===== config.mk =====
export PLATFORM = sky130hd
export DESIGN_NAME = oaf_core
export DESIGN_NICKNAME = d
export VERILOG_FILES = /design/src/logic/oaf_pkg.sv /design/src/logic/oaf_decode.sv /design/src/logic/oaf_core.sv
export SDC_FILE = /design/constraint.sdc
export NUM_CORES = 1
export LEC_CHECK = 0
export BUFFER_PORTS_ARGS = -buffer_cell sky130_fd_sc_hd__buf_2
export CORE_MARGIN = 2
export CORE_UTILIZATION = 61
export DETAILED_ROUTE_END_ITERATION = 10
export GPL_TIMING_DRIVEN = 0
export HOLD_SLACK_MARGIN = 0.03
export PLACE_DENSITY = 0.95
export SYNTH_ARGS = -nofsm -noshare
export SYNTH_HDL_FRONTEND = slang
export SYNTH_SLANG_ARGS = --single-unit
export TNS_END_PERCENT = 20

===== constraint.sdc =====
create_clock -name clk -period 5 [get_ports clk]
set_input_delay 0 -clock clk [delete_from_list [all_inputs] [get_ports clk]]
set_output_delay 0 -clock clk [all_outputs]
set_load 0.02 [all_outputs]

===== src/logic/oaf_pkg.sv =====
package oaf_pkg;

  // Flag register bit positions.
  localparam int FLG_C = 0;
  localparam int FLG_Z = 1;
  localparam int FLG_N = 2;
  localparam int FLG_I = 3;
  localparam int FLG_H = 4;
  localparam int FLG_V = 7;
  localparam logic [7:0] FLAG_RESET = 8'h68;
  localparam logic [7:0] FLAG_FIXED = 8'h60;
  localparam logic [7:0] ZERO_PAGE = 8'h00;
  localparam logic [15:0] ONE16 = 16'h0001;
  localparam logic [7:0] DAA_LO = 8'h06;
  localparam logic [7:0] DAA_HI = 8'h60;
  localparam logic [3:0] NIB_NINE = 4'h9;
  localparam int IRQ_SOURCES = 128;
  localparam int IRQ_W = 7;

  typedef enum logic [3:0] {
    OAF_INH   = 4'h0,
    OAF_IMM8  = 4'h1,
    OAF_IMM16 = 4'h2,
    OAF_DIR   = 4'h3,
    OAF_EXT   = 4'h4,
    OAF_IX0   = 4'h5,
    OAF_IX1   = 4'h6,
    OAF_IX2   = 4'h7,
    OAF_IX0P  = 4'h8,
    OAF_IX1P  = 4'h9
  } oaf_mode_t;

  typedef enum logic [3:0] {
    ALU_NONE = 4'h0,
    ALU_ADD  = 4'h1,
    ALU_ADC  = 4'h2,
    ALU_SUB  = 4'h3,
    ALU_SBC  = 4'h4,
    ALU_SHL  = 4'h5,
    ALU_SHR  = 4'h6,
    ALU_ROL  = 4'h7,
    ALU_ROR  = 4'h8,
    ALU_BTST = 4'h9,
    ALU_DAA  = 4'hA,
    ALU_SEI  = 4'hB,
    ALU_CLI  = 4'hC,
    ALU_TAP  = 4'hD
  } oaf_alu_t;

  typedef enum logic [1:0] {
    ST_IDLE = 2'b00,
    ST_OP1  = 2'b01,
    ST_OP2  = 2'b11,
    ST_DONE = 2'b10
  } oaf_state_t;

  typedef struct packed {
    logic       valid;
    logic [7:0] opcode;
  } oaf_instr_t;

  typedef struct packed {
    logic [3:0] nbytes;
    oaf_mode_t  mode;
  } oaf_dec_t;

  typedef struct packed {
    logic        valid;
    logic [15:0] addr;
    logic [15:0] imm;
  } oaf_result_t;

endpackage


===== src/logic/oaf_decode.sv =====
`timescale 1ns/10ps
module oaf_decode (
  // Opcode in.
  input  wire logic [7:0]       opcode,
  // Decoded mode and operand count out.
  output oaf_pkg::oaf_dec_t     dec
);

  // Mode taken from opcode's upper nibble; each index width has its own.
  always_comb begin
    dec.mode   = oaf_pkg::OAF_INH;
    dec.nbytes = 4'h0;
    unique case (opcode[7:4])
      4'hA: begin
        dec.mode   = oaf_pkg::OAF_IMM8; // [RULE_06]
        dec.nbytes = 4'h1;
      end
      4'h4: begin
        dec.mode   = oaf_pkg::OAF_IMM16; // [RULE_06]
        dec.nbytes = 4'h2;
      end
      4'hB: begin
        dec.mode   = oaf_pkg::OAF_DIR;
        dec.nbytes = 4'h1;
      end
      4'hC: begin
        dec.mode   = oaf_pkg::OAF_EXT;
        dec.nbytes = 4'h2;
      end
      4'hF: dec.mode = oaf_pkg::OAF_IX0; // [RULE_04]
      4'hE: begin
        dec.mode   = oaf_pkg::OAF_IX1; // [RULE_04]
        dec.nbytes = 4'h1;
      end
      4'hD: begin
        dec.mode   = oaf_pkg::OAF_IX2; // [RULE_04]
        dec.nbytes = 4'h2;
      end
      4'h7: dec.mode = oaf_pkg::OAF_IX0P; // [RULE_05]
      4'h6: begin
        dec.mode   = oaf_pkg::OAF_IX1P; // [RULE_05]
        dec.nbytes = 4'h1;
      end
      default: begin
        dec.mode   = oaf_pkg::OAF_INH; // [RULE_07]
        dec.nbytes = 4'h0;
      end
    endcase
  end

endmodule // oaf_decode


===== src/logic/oaf_core.sv =====
`timescale 1ns/10ps
// Functional notes
// RULE_01: Direct mode: high byte zero, low operand.
// RULE_02: Extended: high byte first, then low.
// RULE_03: Indexed: index pair plus 0/8/16 offset.
// RULE_04: Opcode selects offset width and byte count.
// RULE_05: Post-increment: use index, then increment.
// RULE_06: Immediate: one or two operand bytes.
// RULE_07: Inherent: no operand bytes fetched.
// RULE_08: Addition carry out of bit 7 sets carry.
// RULE_09: Borrow, shifts, rotates, bit tests drive carry.
// RULE_10: Carry from low nibble sets half-carry.
// RULE_11: Decimal adjust uses half-carry and carry.
// RULE_12: Mask set ignores interrupts, clear accepts.
// RULE_13: Up to 128 sources, software trap included.
// RULE_14: Eight-bit flag register: mask plus results.
// RULE_15: Index pair halves accessed separately.
// RULE_16: Reset sets interrupt mask.
module oaf_core (
  // Clock and reset.
  input  wire logic                 clk,
  input  wire logic                 rst,
  // Instruction from control unit.
  input  wire oaf_pkg::oaf_instr_t  instr,
  input  wire logic                 byte_valid,
  input  wire logic [7:0]           byte_data,
  // Arithmetic operation request.
  input  wire oaf_pkg::oaf_alu_t    alu_op,
  input  wire logic                 alu_go,
  input  wire logic [7:0]           alu_a,
  input  wire logic [7:0]           alu_b,
  input  wire logic [2:0]           bit_sel,
  // Index pair access.
  input  wire logic                 hi_we,
  input  wire logic                 lo_we,
  input  wire logic [7:0]           idx_wdata,
  // Interrupt requests.
  input  wire logic                 irq_req,
  input  wire logic [6:0]           irq_src,
  input  wire logic                 sw_trap,
  // Results.
  output oaf_pkg::oaf_result_t      result,
  output logic                      need_byte,
  output logic [15:0]               index_pair,
  output logic [7:0]                flag_register,
  output logic [7:0]                alu_y,
  output logic                      irq_take,
  output logic [6:0]                irq_vec
);

  typedef struct packed {
    oaf_pkg::oaf_state_t  st;
    oaf_pkg::oaf_mode_t   mode;
    logic [3:0]           left;
    logic [15:0]          opnd;
    oaf_pkg::oaf_result_t res;
    logic                 need;
    logic [15:0]          idx;
    logic [7:0]           flg;
    logic [7:0]           y;
    logic                 take;
    logic [6:0]           vec;
  } oaf_core_t;

  oaf_core_t r;
  oaf_core_t next_r;
  oaf_pkg::oaf_dec_t dec;

  oaf_decode u_dec (
    .opcode (instr.opcode),
    .dec    (dec)
  );

  logic [8:0]  sum9;
  logic [4:0]  sum5;
  logic [7:0]  corr;
  logic        cin;
  logic [15:0] full;

  always_comb begin
    next_r      = r;
    next_r.take = 1'b0;
    next_r.res.valid = 1'b0;
    cin  = r.flg[oaf_pkg::FLG_C];
    sum9 = 9'h000;
    sum5 = 5'h00;
    corr = 8'h00;
    full = {r.opnd[7:0], byte_data};
    unique case (r.st)
      oaf_pkg::ST_IDLE: begin
        if (instr.valid) begin
          next_r.mode = dec.mode;
          next_r.left = dec.nbytes;
          next_r.opnd = 16'h0000;
          next_r.st   = (dec.nbytes == 4'h0) ? oaf_pkg::ST_DONE
                                             : oaf_pkg::ST_OP1; // [RULE_07]
          next_r.need = (dec.nbytes != 4'h0); // [RULE_04]
        end
      end
      oaf_pkg::ST_OP1, oaf_pkg::ST_OP2: begin
        if (byte_valid) begin
          next_r.opnd = full; // [RULE_02]
          next_r.left = r.left - 4'h1;
          if (r.left == 4'h1) begin
            next_r.st   = oaf_pkg::ST_DONE;
            next_r.need = 1'b0;
          end else begin
            next_r.st = oaf_pkg::ST_OP2;
          end
        end
      end
      oaf_pkg::ST_DONE: begin
        next_r.st        = oaf_pkg::ST_IDLE;
        next_r.res.valid = 1'b1;
        next_r.res.imm   = r.opnd; // [RULE_06]
        next_r.res.addr  = 16'h0000;
        unique case (r.mode)
          oaf_pkg::OAF_DIR:
            next_r.res.addr = {oaf_pkg::ZERO_PAGE, r.opnd[7:0]}; // [RULE_01]
          oaf_pkg::OAF_EXT: next_r.res.addr = r.opnd; // [RULE_02]
          oaf_pkg::OAF_IX0, oaf_pkg::OAF_IX1, oaf_pkg::OAF_IX2:
            next_r.res.addr = r.idx + r.opnd; // [RULE_03]
          oaf_pkg::OAF_IX0P, oaf_pkg::OAF_IX1P: begin
            next_r.res.addr = r.idx + r.opnd; // [RULE_05]
            next_r.idx      = r.idx + oaf_pkg::ONE16; // [RULE_05]
          end
          default: next_r.res.addr = 16'h0000;
        endcase
      end
      default: next_r.st = oaf_pkg::ST_IDLE;
    endcase

    // Separate byte writes of the index pair.
    if (hi_we) next_r.idx[15:8] = idx_wdata; // [RULE_15]
    if (lo_we) next_r.idx[7:0]  = idx_wdata; // [RULE_15]

    if (alu_go) begin
      unique case (alu_op)
        oaf_pkg::ALU_ADD, oaf_pkg::ALU_ADC: begin
          sum9 = {1'b0, alu_a} + {1'b0, alu_b}
               + {8'h00, (alu_op == oaf_pkg::ALU_ADC) & cin};
          sum5 = {1'b0, alu_a[3:0]} + {1'b0, alu_b[3:0]}
               + {4'h0, (alu_op == oaf_pkg::ALU_ADC) & cin};
          next_r.y = sum9[7:0];
          next_r.flg[oaf_pkg::FLG_C] = sum9[8]; // [RULE_08]
          next_r.flg[oaf_pkg::FLG_H] = sum5[4]; // [RULE_10]
        end
        oaf_pkg::ALU_SUB, oaf_pkg::ALU_SBC: begin
          sum9 = {1'b0, alu_a} - {1'b0, alu_b}
               - {8'h00, (alu_op == oaf_pkg::ALU_SBC) & cin};
          next_r.y = sum9[7:0];
          next_r.flg[oaf_pkg::FLG_C] = sum9[8]; // [RULE_09]
        end
        oaf_pkg::ALU_SHL, oaf_pkg::ALU_ROL: begin
          next_r.y = {alu_a[6:0], (alu_op == oaf_pkg::ALU_ROL) & cin};
          next_r.flg[oaf_pkg::FLG_C] = alu_a[7]; // [RULE_09]
        end
        oaf_pkg::ALU_SHR, oaf_pkg::ALU_ROR: begin
          next_r.y = {(alu_op == oaf_pkg::ALU_ROR) & cin, alu_a[7:1]};
          next_r.flg[oaf_pkg::FLG_C] = alu_a[0]; // [RULE_09]
        end
        oaf_pkg::ALU_BTST: next_r.flg[oaf_pkg::FLG_C] = alu_a[bit_sel]; // [RULE_09]
        oaf_pkg::ALU_DAA: begin
          if (r.flg[oaf_pkg::FLG_H] || (alu_a[3:0] > oaf_pkg::NIB_NINE))
            corr = corr | oaf_pkg::DAA_LO; // [RULE_11]
          if (cin || (alu_a > 8'h99))
            corr = corr | oaf_pkg::DAA_HI; // [RULE_11]
          sum9 = {1'b0, alu_a} + {1'b0, corr};
          next_r.y = sum9[7:0];
          next_r.flg[oaf_pkg::FLG_C] = cin | (alu_a > 8'h99); // [RULE_11]
        end
        oaf_pkg::ALU_SEI: next_r.flg[oaf_pkg::FLG_I] = 1'b1;
        oaf_pkg::ALU_CLI: next_r.flg[oaf_pkg::FLG_I] = 1'b0;
        oaf_pkg::ALU_TAP: next_r.flg = alu_a | oaf_pkg::FLAG_FIXED; // [RULE_14]
        default: next_r.y = r.y;
      endcase
    end

    // Hardware requests gated by the mask; the software trap is not.
    if (sw_trap) begin
      next_r.take = 1'b1; // [RULE_13]
      next_r.vec  = {oaf_pkg::IRQ_W{1'b0}};
      next_r.flg[oaf_pkg::FLG_I] = 1'b1;
    end else if (irq_req && !r.flg[oaf_pkg::FLG_I]) begin
      next_r.take = 1'b1; // [RULE_12]
      next_r.vec  = irq_src; // [RULE_13]
      next_r.flg[oaf_pkg::FLG_I] = 1'b1;
    end

    if (rst) begin
      next_r     = '0;
      next_r.st  = oaf_pkg::ST_IDLE;
      next_r.flg = oaf_pkg::FLAG_RESET; // [RULE_16]
    end
  end

  always_ff @(posedge clk) begin
    r <= next_r;
  end

  assign result        = r.res;
  assign need_byte     = r.need;
  assign index_pair    = r.idx;
  assign flag_register = r.flg;
  assign alu_y         = r.y;
  assign irq_take      = r.take;
  assign irq_vec       = r.vec;

  a_mask_blocks: assert property (@(posedge clk) disable iff (rst)
    (irq_req && !sw_trap && flag_register[oaf_pkg::FLG_I]) |=> !irq_take)
    else $error("masked interrupt taken"); // [RULE_12]
  a_mask_accepts: assert property (@(posedge clk) disable iff (rst)
    (irq_req && !flag_register[oaf_pkg::FLG_I]) |=> irq_take)
    else $error("unmasked interrupt lost"); // [RULE_12]
  a_reset_mask: assert property (@(posedge clk)
    rst |=> flag_register[oaf_pkg::FLG_I])
    else $error("mask not set by reset"); // [RULE_16]
  a_add_carry: assert property (@(posedge clk) disable iff (rst)
    (alu_go && alu_op == oaf_pkg::ALU_ADD && !sw_trap)
      |=> flag_register[oaf_pkg::FLG_C] == ($past(alu_a) + $past(alu_b) > 255))
    else $error("add carry wrong"); // [RULE_08]
  a_sub_borrow: assert property (@(posedge clk) disable iff (rst)
    (alu_go && alu_op == oaf_pkg::ALU_SUB)
      |=> flag_register[oaf_pkg::FLG_C] == ($past(alu_a) < $past(alu_b)))
    else $error("borrow wrong"); // [RULE_09]
  a_half_carry: assert property (@(posedge clk) disable iff (rst)
    (alu_go && alu_op == oaf_pkg::ALU_ADD)
      |=> flag_register[oaf_pkg::FLG_H]
          == ($past(alu_a[3:0]) + $past(alu_b[3:0]) > 15))
    else $error("half carry wrong"); // [RULE_10]
  a_inherent_none: assert property (@(posedge clk) disable iff (rst)
    (r.st == oaf_pkg::ST_IDLE && instr.valid && dec.nbytes == 4'h0)
      |=> !need_byte ##1 result.valid)
    else $error("inherent fetched bytes"); // [RULE_07]
  a_direct_page: assert property (@(posedge clk) disable iff (rst)
    (result.valid && r.mode == oaf_pkg::OAF_DIR)
      |-> result.addr[15:8] == oaf_pkg::ZERO_PAGE)
    else $error("direct high byte not zero"); // [RULE_01]
  a_post_inc: assert property (@(posedge clk) disable iff (rst || hi_we || lo_we)
    (r.st == oaf_pkg::ST_DONE && r.mode == oaf_pkg::OAF_IX0P)
      |=> index_pair == $past(index_pair) + 16'h0001)
    else $error("index not incremented"); // [RULE_05]

endmodule // oaf_core


==> results.cfg, run 1 <==
[sta]
rsz0062_at_grt = no
finalMaxSlewViolations = 0
hold_violations = 0
period_needed_ps = 2886
slew_headroom_pct = 31.04
max_freq_ghz = 0.3465
setup_violations = 0
fin_tns_setup_ps = 0
worst_slack_ps = 2114
worstMarginPinSlew_ps = 1034
fin_crit_sh_pct = 57.71
finClkSkew_ps = 8.923

[routing]
dr.pass1.iters = 5
postRouteAntennaNets = 0
drt_iter0_drc = 701
routed_via_density = 6.024
vias = 7259
drt-total-wl_um = 20000
post-route-drc-count = 0
wire_per_inst_um = 16.60

[finish]
instances_no_fill = 1205
fillCellCount = 751
nets = 1170
area_growth_pct = 20.95
drive_gt1_share_pct = 21.60
num_antenna_cells = 0
fin_area_mm2 = 0.008329

[run]
maxCapViolations = 0

[worst_setup_path]
path_cells = nand3_1 > fa_1 > inv_1 > fa_1 > and2_0 > o21ai_0 > o41ai_1 > xor2_1 > a221oi_1 > o41ai_1
worstSetupPathType = reg -> reg
max_stage_delay_ps = 490
worstPathMaxFanout = 7
cp.required_ps = 5250
rrSetupSlack_ps = 2110
critPathCaptureType = flop
cp_slowest_cell = dfxtp_1
crit_arrival_ps = 3140
worstSetupStartpointType = flop

[placement]
hpwl_um = 14040
io_buffers = 128
place_ws_ps = 1922
dp_cells = 1159
placed_area_mm2 = 0.007706
gp_congestion = 1.069

[die]
core_area_mm2 = 0.01094
die-area_mm2 = 0.01216
fp.dieH_um = 110.3
start_util_pct = 62.97
rows = 38
io_pins = 137
die_w_um = 110.3

[synthesis]
synthFlopType = dfxtp_1
syn_avg_cell_area_um2 = 7.738
ys_seq_area_share_pct = 28.49
syn_area_mm2 = 0.006887
synth_top_area_cell = dfxtp_1
ys_warn_count = 0
synth_edf_count = 0
ys_top_cells_by_area = dfxtp_1, buf_4, ha_1
synth.top_cell.area_share_pct = 28.49
synth-async-reset-ratio_pct = 0
synth_seq_cells = 98
synthesis.instances = 890
ys_types = 69

[power_and_ir_drop]
leakagePower_nw = 3.644
ir_worst_vdd_mv = 0.1946
pwr_density_cell_mw_per_mm2 = 256.0

[grt]
grt-ovfl-total = 0
grt_antenna_before_repair = 0
grt_pass1_wl_um = 31840
grt_max_degree = 19
grt_pass1_vias = 6884
grt_usage_pct = 33.49

[outcome]
status = completed

[clocking]
cts-buffers-inserted = 9
cts_num_sinks = 98
clkLatencyLatePin_ps = 360
cts.root.buffer_cell = clkbuf_16
clock_path_buffers = 2
cts_tree = yes
htreeDepth = 3
clkTransAtPathRegs_ps = 70

[worst_hold_path]
hold_path_class = in -> reg
## what timing repair did
item / CTS / global route
endpoints found under the setup margin: 0 / 0
endpoints found under the hold margin: 35 / 0
resized for setup: 0 / 0
hold buffers: 30 / 0
buffers inserted: 0 / 0
## cells by family after synthesis
group                      Yosys count  share of synthesized area [%]
AOI/OAI and AO/OA                  216                          19.95
xor gates and xnor gates            46                          5.850
adders and majority gates           47                          9.193
buffers and inverters              155                          12.50
DFF                                 98                          28.49
muxes                               10                          1.835
other                                1                        0.05445
and+or+nand+nor                    317                          22.13
## worst max-delay path: cells and delay by family, from the launching register on
kind	cells	cell delay, ps
AOI/OAI and AO/OA	4	1010
adders and majority gates	2	670
DFF	1	490
and+or+nand+nor	2	340
xor gates and xnor gates	1	180
buffers and inverters	1	80
## worst paths after layout
kind | to | depth (start not counted) | from
setup / recovery | flag_register[0]$_SDFFE_PP0P_ | 10 | flag_register[0]$_SDFFE_PP0P_
hold / removal | r[99]$_SDFFE_PP0P_ | 4 | instr[6]
setup reg to reg | flag_register[0]$_SDFFE_PP0P_ | 10 | flag_register[0]$_SDFFE_PP0P_
hold reg to reg | irq_vec[5]$_SDFFE_PP0P_ | 2 | irq_vec[5]$_SDFFE_PP0P_
## cells in the final DEF (no fill, tap or decap), types with 10 or more instances in the layout
| master | count |
|---|---|
| buf_4 | 72 |
| buf_2 | 129 |
| dlygate4sd3_1 | 30 |
| nor2b_1 | 20 |
| nand3_1 | 36 |
| ha_1 | 41 |
| a221oi_1 | 14 |
| inv_1 | 36 |
| a21oi_1 | 89 |
| nor3_1 | 20 |
| nor2_1 | 65 |
| dfxtp_1 | 98 |
| a22oi_1 | 10 |
| clkbuf_1 | 40 |
| o21ai_0 | 28 |
| xnor2_1 | 33 |
| xor2_1 | 13 |
| nand2b_1 | 14 |
| nand2_1 | 114 |
## registers in the layout (all words and copies together), names as in the netlist
signal	cells
full	8
need_byte	1
alu_y	8
index_pair	16
flag_register	6
irq_take	1
result	33
r	18
irq_vec	7
## where the power goes
part	switching (mW)	internal (mW)
registers	0.0399	0.815
clock network	0.341	0.413
logic	0.307	0.217
total	0.687	1.45
## synthesized netlist by cell type (all sizes together), types with 3 or more instances
cell type and count:
o211ai 4, a31oi 6, buf 79, or2 3
nand4 6, or4 3, a21oi 89, o21ai 30
nand2 114, o21bai 3, nor2 65, a211oi 8
inv 36, fa 6, clkbuf 40, or3b 3
xor2 13, mux2i 7, dfxtp 98, a311oi 6
nor4 4, nand2b 14, a21o 7, ha 41
nor2b 20, o21a 3, and2 6, a221oi 14
nor3b 5, o2111ai 4, o41ai 3, nor3 21
o31ai 3, a221o 3, a22oi 10, nand3b 9
xnor2 33, o22ai 7, and3 3, nand3 36
## through the flow
stage	hold slack (ps)	utilization, %	total power [mW]
final	51.02	76.17	2.132
after global routing	86.84	76.17	2.208
after CTS	38.09	76.17	2.112
after detailed placement	240.9	70.47	1.356
after global placement	219.2	70.47	1.340
after floorplan	120.7	-	1.211
## metal layers
| layer | GRT usage (%) | vias to the layer above | share of wire (%) |
|---|---|---|---|
| li1 | - | 3395 | - |
| met5 | 0 | - | 0 |
| met3 | 6.820 | 100 | 10 |
| met1 | 38.34 | 3317 | 38 |
| met2 | 58.11 | 447 | 48 |
| met4 | 18.75 | 0 | 4.4 |
## area by class of cell
class,count,area [µm²],share of cell area [%]
Inverter,36,135.1,1.622
Buffer,119,725.7,8.713
Clock buffer,10,239.0,2.869
Clock inverter,6,83.83,1.006
Tap cell,140,175.2,2.103
Timing Repair Buffer,158,940.9,11.30
Multi-Input combinational cell,638,4068,48.84
Sequential cell,98,1962,23.55
No activity file was read; power rests on OpenSTA's default activity.
==> run 2, diff against run 1 <==
--- a/config.mk
+++ b/config.mk
@@ -7,11 +7,11 @@
 export LEC_CHECK = 0
 export BUFFER_PORTS_ARGS = -buffer_cell sky130_fd_sc_hd__buf_2
 export CORE_MARGIN = 2
-export CORE_UTILIZATION = 61
+export CORE_UTILIZATION = 56
 export DETAILED_ROUTE_END_ITERATION = 10
 export GPL_TIMING_DRIVEN = 0
 export HOLD_SLACK_MARGIN = 0.03
-export PLACE_DENSITY = 0.95
+export PLACE_DENSITY = 0.92
 export SYNTH_ARGS = -nofsm -noshare
 export SYNTH_HDL_FRONTEND = slang
 export SYNTH_SLANG_ARGS = --single-unit
==> constraint.sdc (replaced) <==
create_clock -name clk -period 3 [get_ports clk]
set_input_delay 0 -clock clk [delete_from_list [all_inputs] [get_ports clk]]
set_output_delay 0 -clock clk [all_outputs]
set_load 0.02 [all_outputs]
==> run 2 against run 1 <==
Compared with the run above: clock-buffer cell count shrank 1; register-to-register slack got worse by 1900 ps; combinational power grew 68%; first-iteration DRC count fell by 7.1%; cell count grew 0.58%; routed wire length fell by 0.58%.
==> results.cfg, run 2 (synthesis results as in run 1) <==
[finish]
instances_no_fill = 1212
fin_area_mm2 = 0.008314
mostFrequentLayoutCells = buf_2, nand2_1, dfxtp_1, a21oi_1, buf_4
area_growth_pct = 20.73
drive_gt1_share_pct = 21.88
nets = 1170
largest_register_ff_count = 33
num_antenna_cells = 0
mostFrequentLayoutCell = buf_2

[die]
start_util_pct = 57.33
core_area_mm2 = 0.01201
rows = 40
die-area_mm2 = 0.01320
die_w_um = 114.9
io_pins = 137
fp.dieH_um = 114.9

[placement]
place_ws_ps = -147.4
dp_cells = 1166
io_buffers = 128
hpwl_um = 14740
gp_congestion = 0.9528
placed_area_mm2 = 0.007715

[sta]
worstMarginPinSlew_ps = 892.6
hold_violations = 0
finalMaxSlewViolations = 0
fin_tns_setup_ps = 0
max_freq_ghz = 0.3645
period_needed_ps = 2744
slew_headroom_pct = 40.50
finClkSkew_ps = 8.314
fin_crit_sh_pct = 91.45
rsz0062_at_grt = no
worst_slack_ps = 256.4
setup_violations = 0

[clocking]
cts_setup_buffers = 0
clkTransAtPathRegs_ps = 70
cts.root.buffer_cell = clkbuf_16
htreeDepth = 3
clock_path_buffers = 2
cts_tree = yes
cts-buffers-inserted = 9
clkLatencyLatePin_ps = 350
cts_num_sinks = 98

[worst_setup_path]
worstSetupPathType = reg -> reg
worstPathMaxFanout = 7
crit_arrival_ps = 2930
worstSetupStartpointType = flop
rr_worst_depth = 8
cp.required_ps = 3190
critPathCaptureType = flop

[routing]
routed_via_density = 5.908
vias = 7161
drt-total-wl_um = 19890
postRouteAntennaNets = 0
post-route-drc-count = 0
dr.pass1.iters = 7
wire_per_inst_um = 16.41
drt_iter0_drc = 651

[worst_hold_path]
holdPathStages = 4
hold_path_class = in -> reg

[outcome]
status = completed

[power_and_ir_drop]
total_power_mw = 3.422
netSwitchingFraction_pct = 32.81
combPwrFrac_pct = 25.6
pwr_density_cell_mw_per_mm2 = 411.6
power_switching_mw = 1.123
ir_worst_vdd_mv = 0.3448
p_int_mw = 2.299
pwr-share-clk_pct = 32.7
leakagePower_nw = 3.631
seq_power_share_pct = 41.6

[grt]
grt_usage_pct = 29.93
grt-ovfl-total = 0
grt_pass1_vias = 6540
grt_antenna_before_repair = 0
grt_max_degree = 19
grt_pass1_wl_um = 31830

[run]
maxCapViolations = 0
## run 2: changes by cell type in the layout (fill, tap and decap cells not counted), sizes merged
cell,before,now
clkinvlp,0,1
bufinv,1,0
inv,38,40
clkbuf,50,49
clkinv,3,2
## run 2: power by group through the flow
stage	registers, mW	logic [mW]	clock network (mW)
after CTS	1.42	0.851	1.12
final	1.43	0.877	1.12
after global routing	1.43	0.955	1.18
after floorplan	1.43	0.588	0
after detailed placement	1.45	0.815	0
after global placement	1.45	0.793	0
## run 2: layout make-up
type | instances | area (µm²)
fill | 960 | 3697
buffer | 119 | 725.7
inverter | 36 | 135.1
sequential | 98 | 1963
multi-input combinational | 638 | 4081
clock inverter | 7 | 58.81
clock buffer | 9 | 225.2
tap | 147 | 183.9
timing repair buffer | 158 | 940.9
## run 2: worst paths after layout
check | from | to | slack, ps
max reg2reg | flag_register[0]$_SDFFE_PP0P_ | alu_y[7]$_SDFFE_PP0P_ | 260
min reg2reg | result[9]$_SDFFE_PP0P_ | result[9]$_SDFFE_PP0P_ | 450
max | flag_register[0]$_SDFFE_PP0P_ | alu_y[7]$_SDFFE_PP0P_ | 260
min | instr[6] | r[99]$_SDFFE_PP0P_ | 60
## run 2: metal layers
metal | vias to the layer above | track usage, % | routed length (µm)
met1 | 3296 | 37.36 | 8085
met2 | 403 | 51.57 | 9554
met5 | - | 0 | 0
met4 | 0 | 9.719 | 612
met3 | 72 | 6.431 | 1632
li1 | 3390 | - | -
## run 2: stage by stage
stage	hold WS, ps	utilization (%)
final	62.71	69.22
after detailed placement	230.6	64.23
after global placement	221.9	64.23
after global routing	90.37	69.22
after floorplan	120.7	-
after CTS	59.82	69.09
## run 2: critical path, cell delays in order, from the launching register on
cell and delay, ps:
dfxtp_2 420, nand3_1 130, fa_1 420, ha_1 290, a211oi_1 90, o21ai_0 360, nand2_1 90, o311ai_0 550
a311oi_1 220
## run 2: timing repair
item / in CTS / in global routing
resized for setup: 0 / 3
setup endpoints to repair: 0 / 3
hold endpoints to repair: 35 / 0
hold buffers: 30 / 0
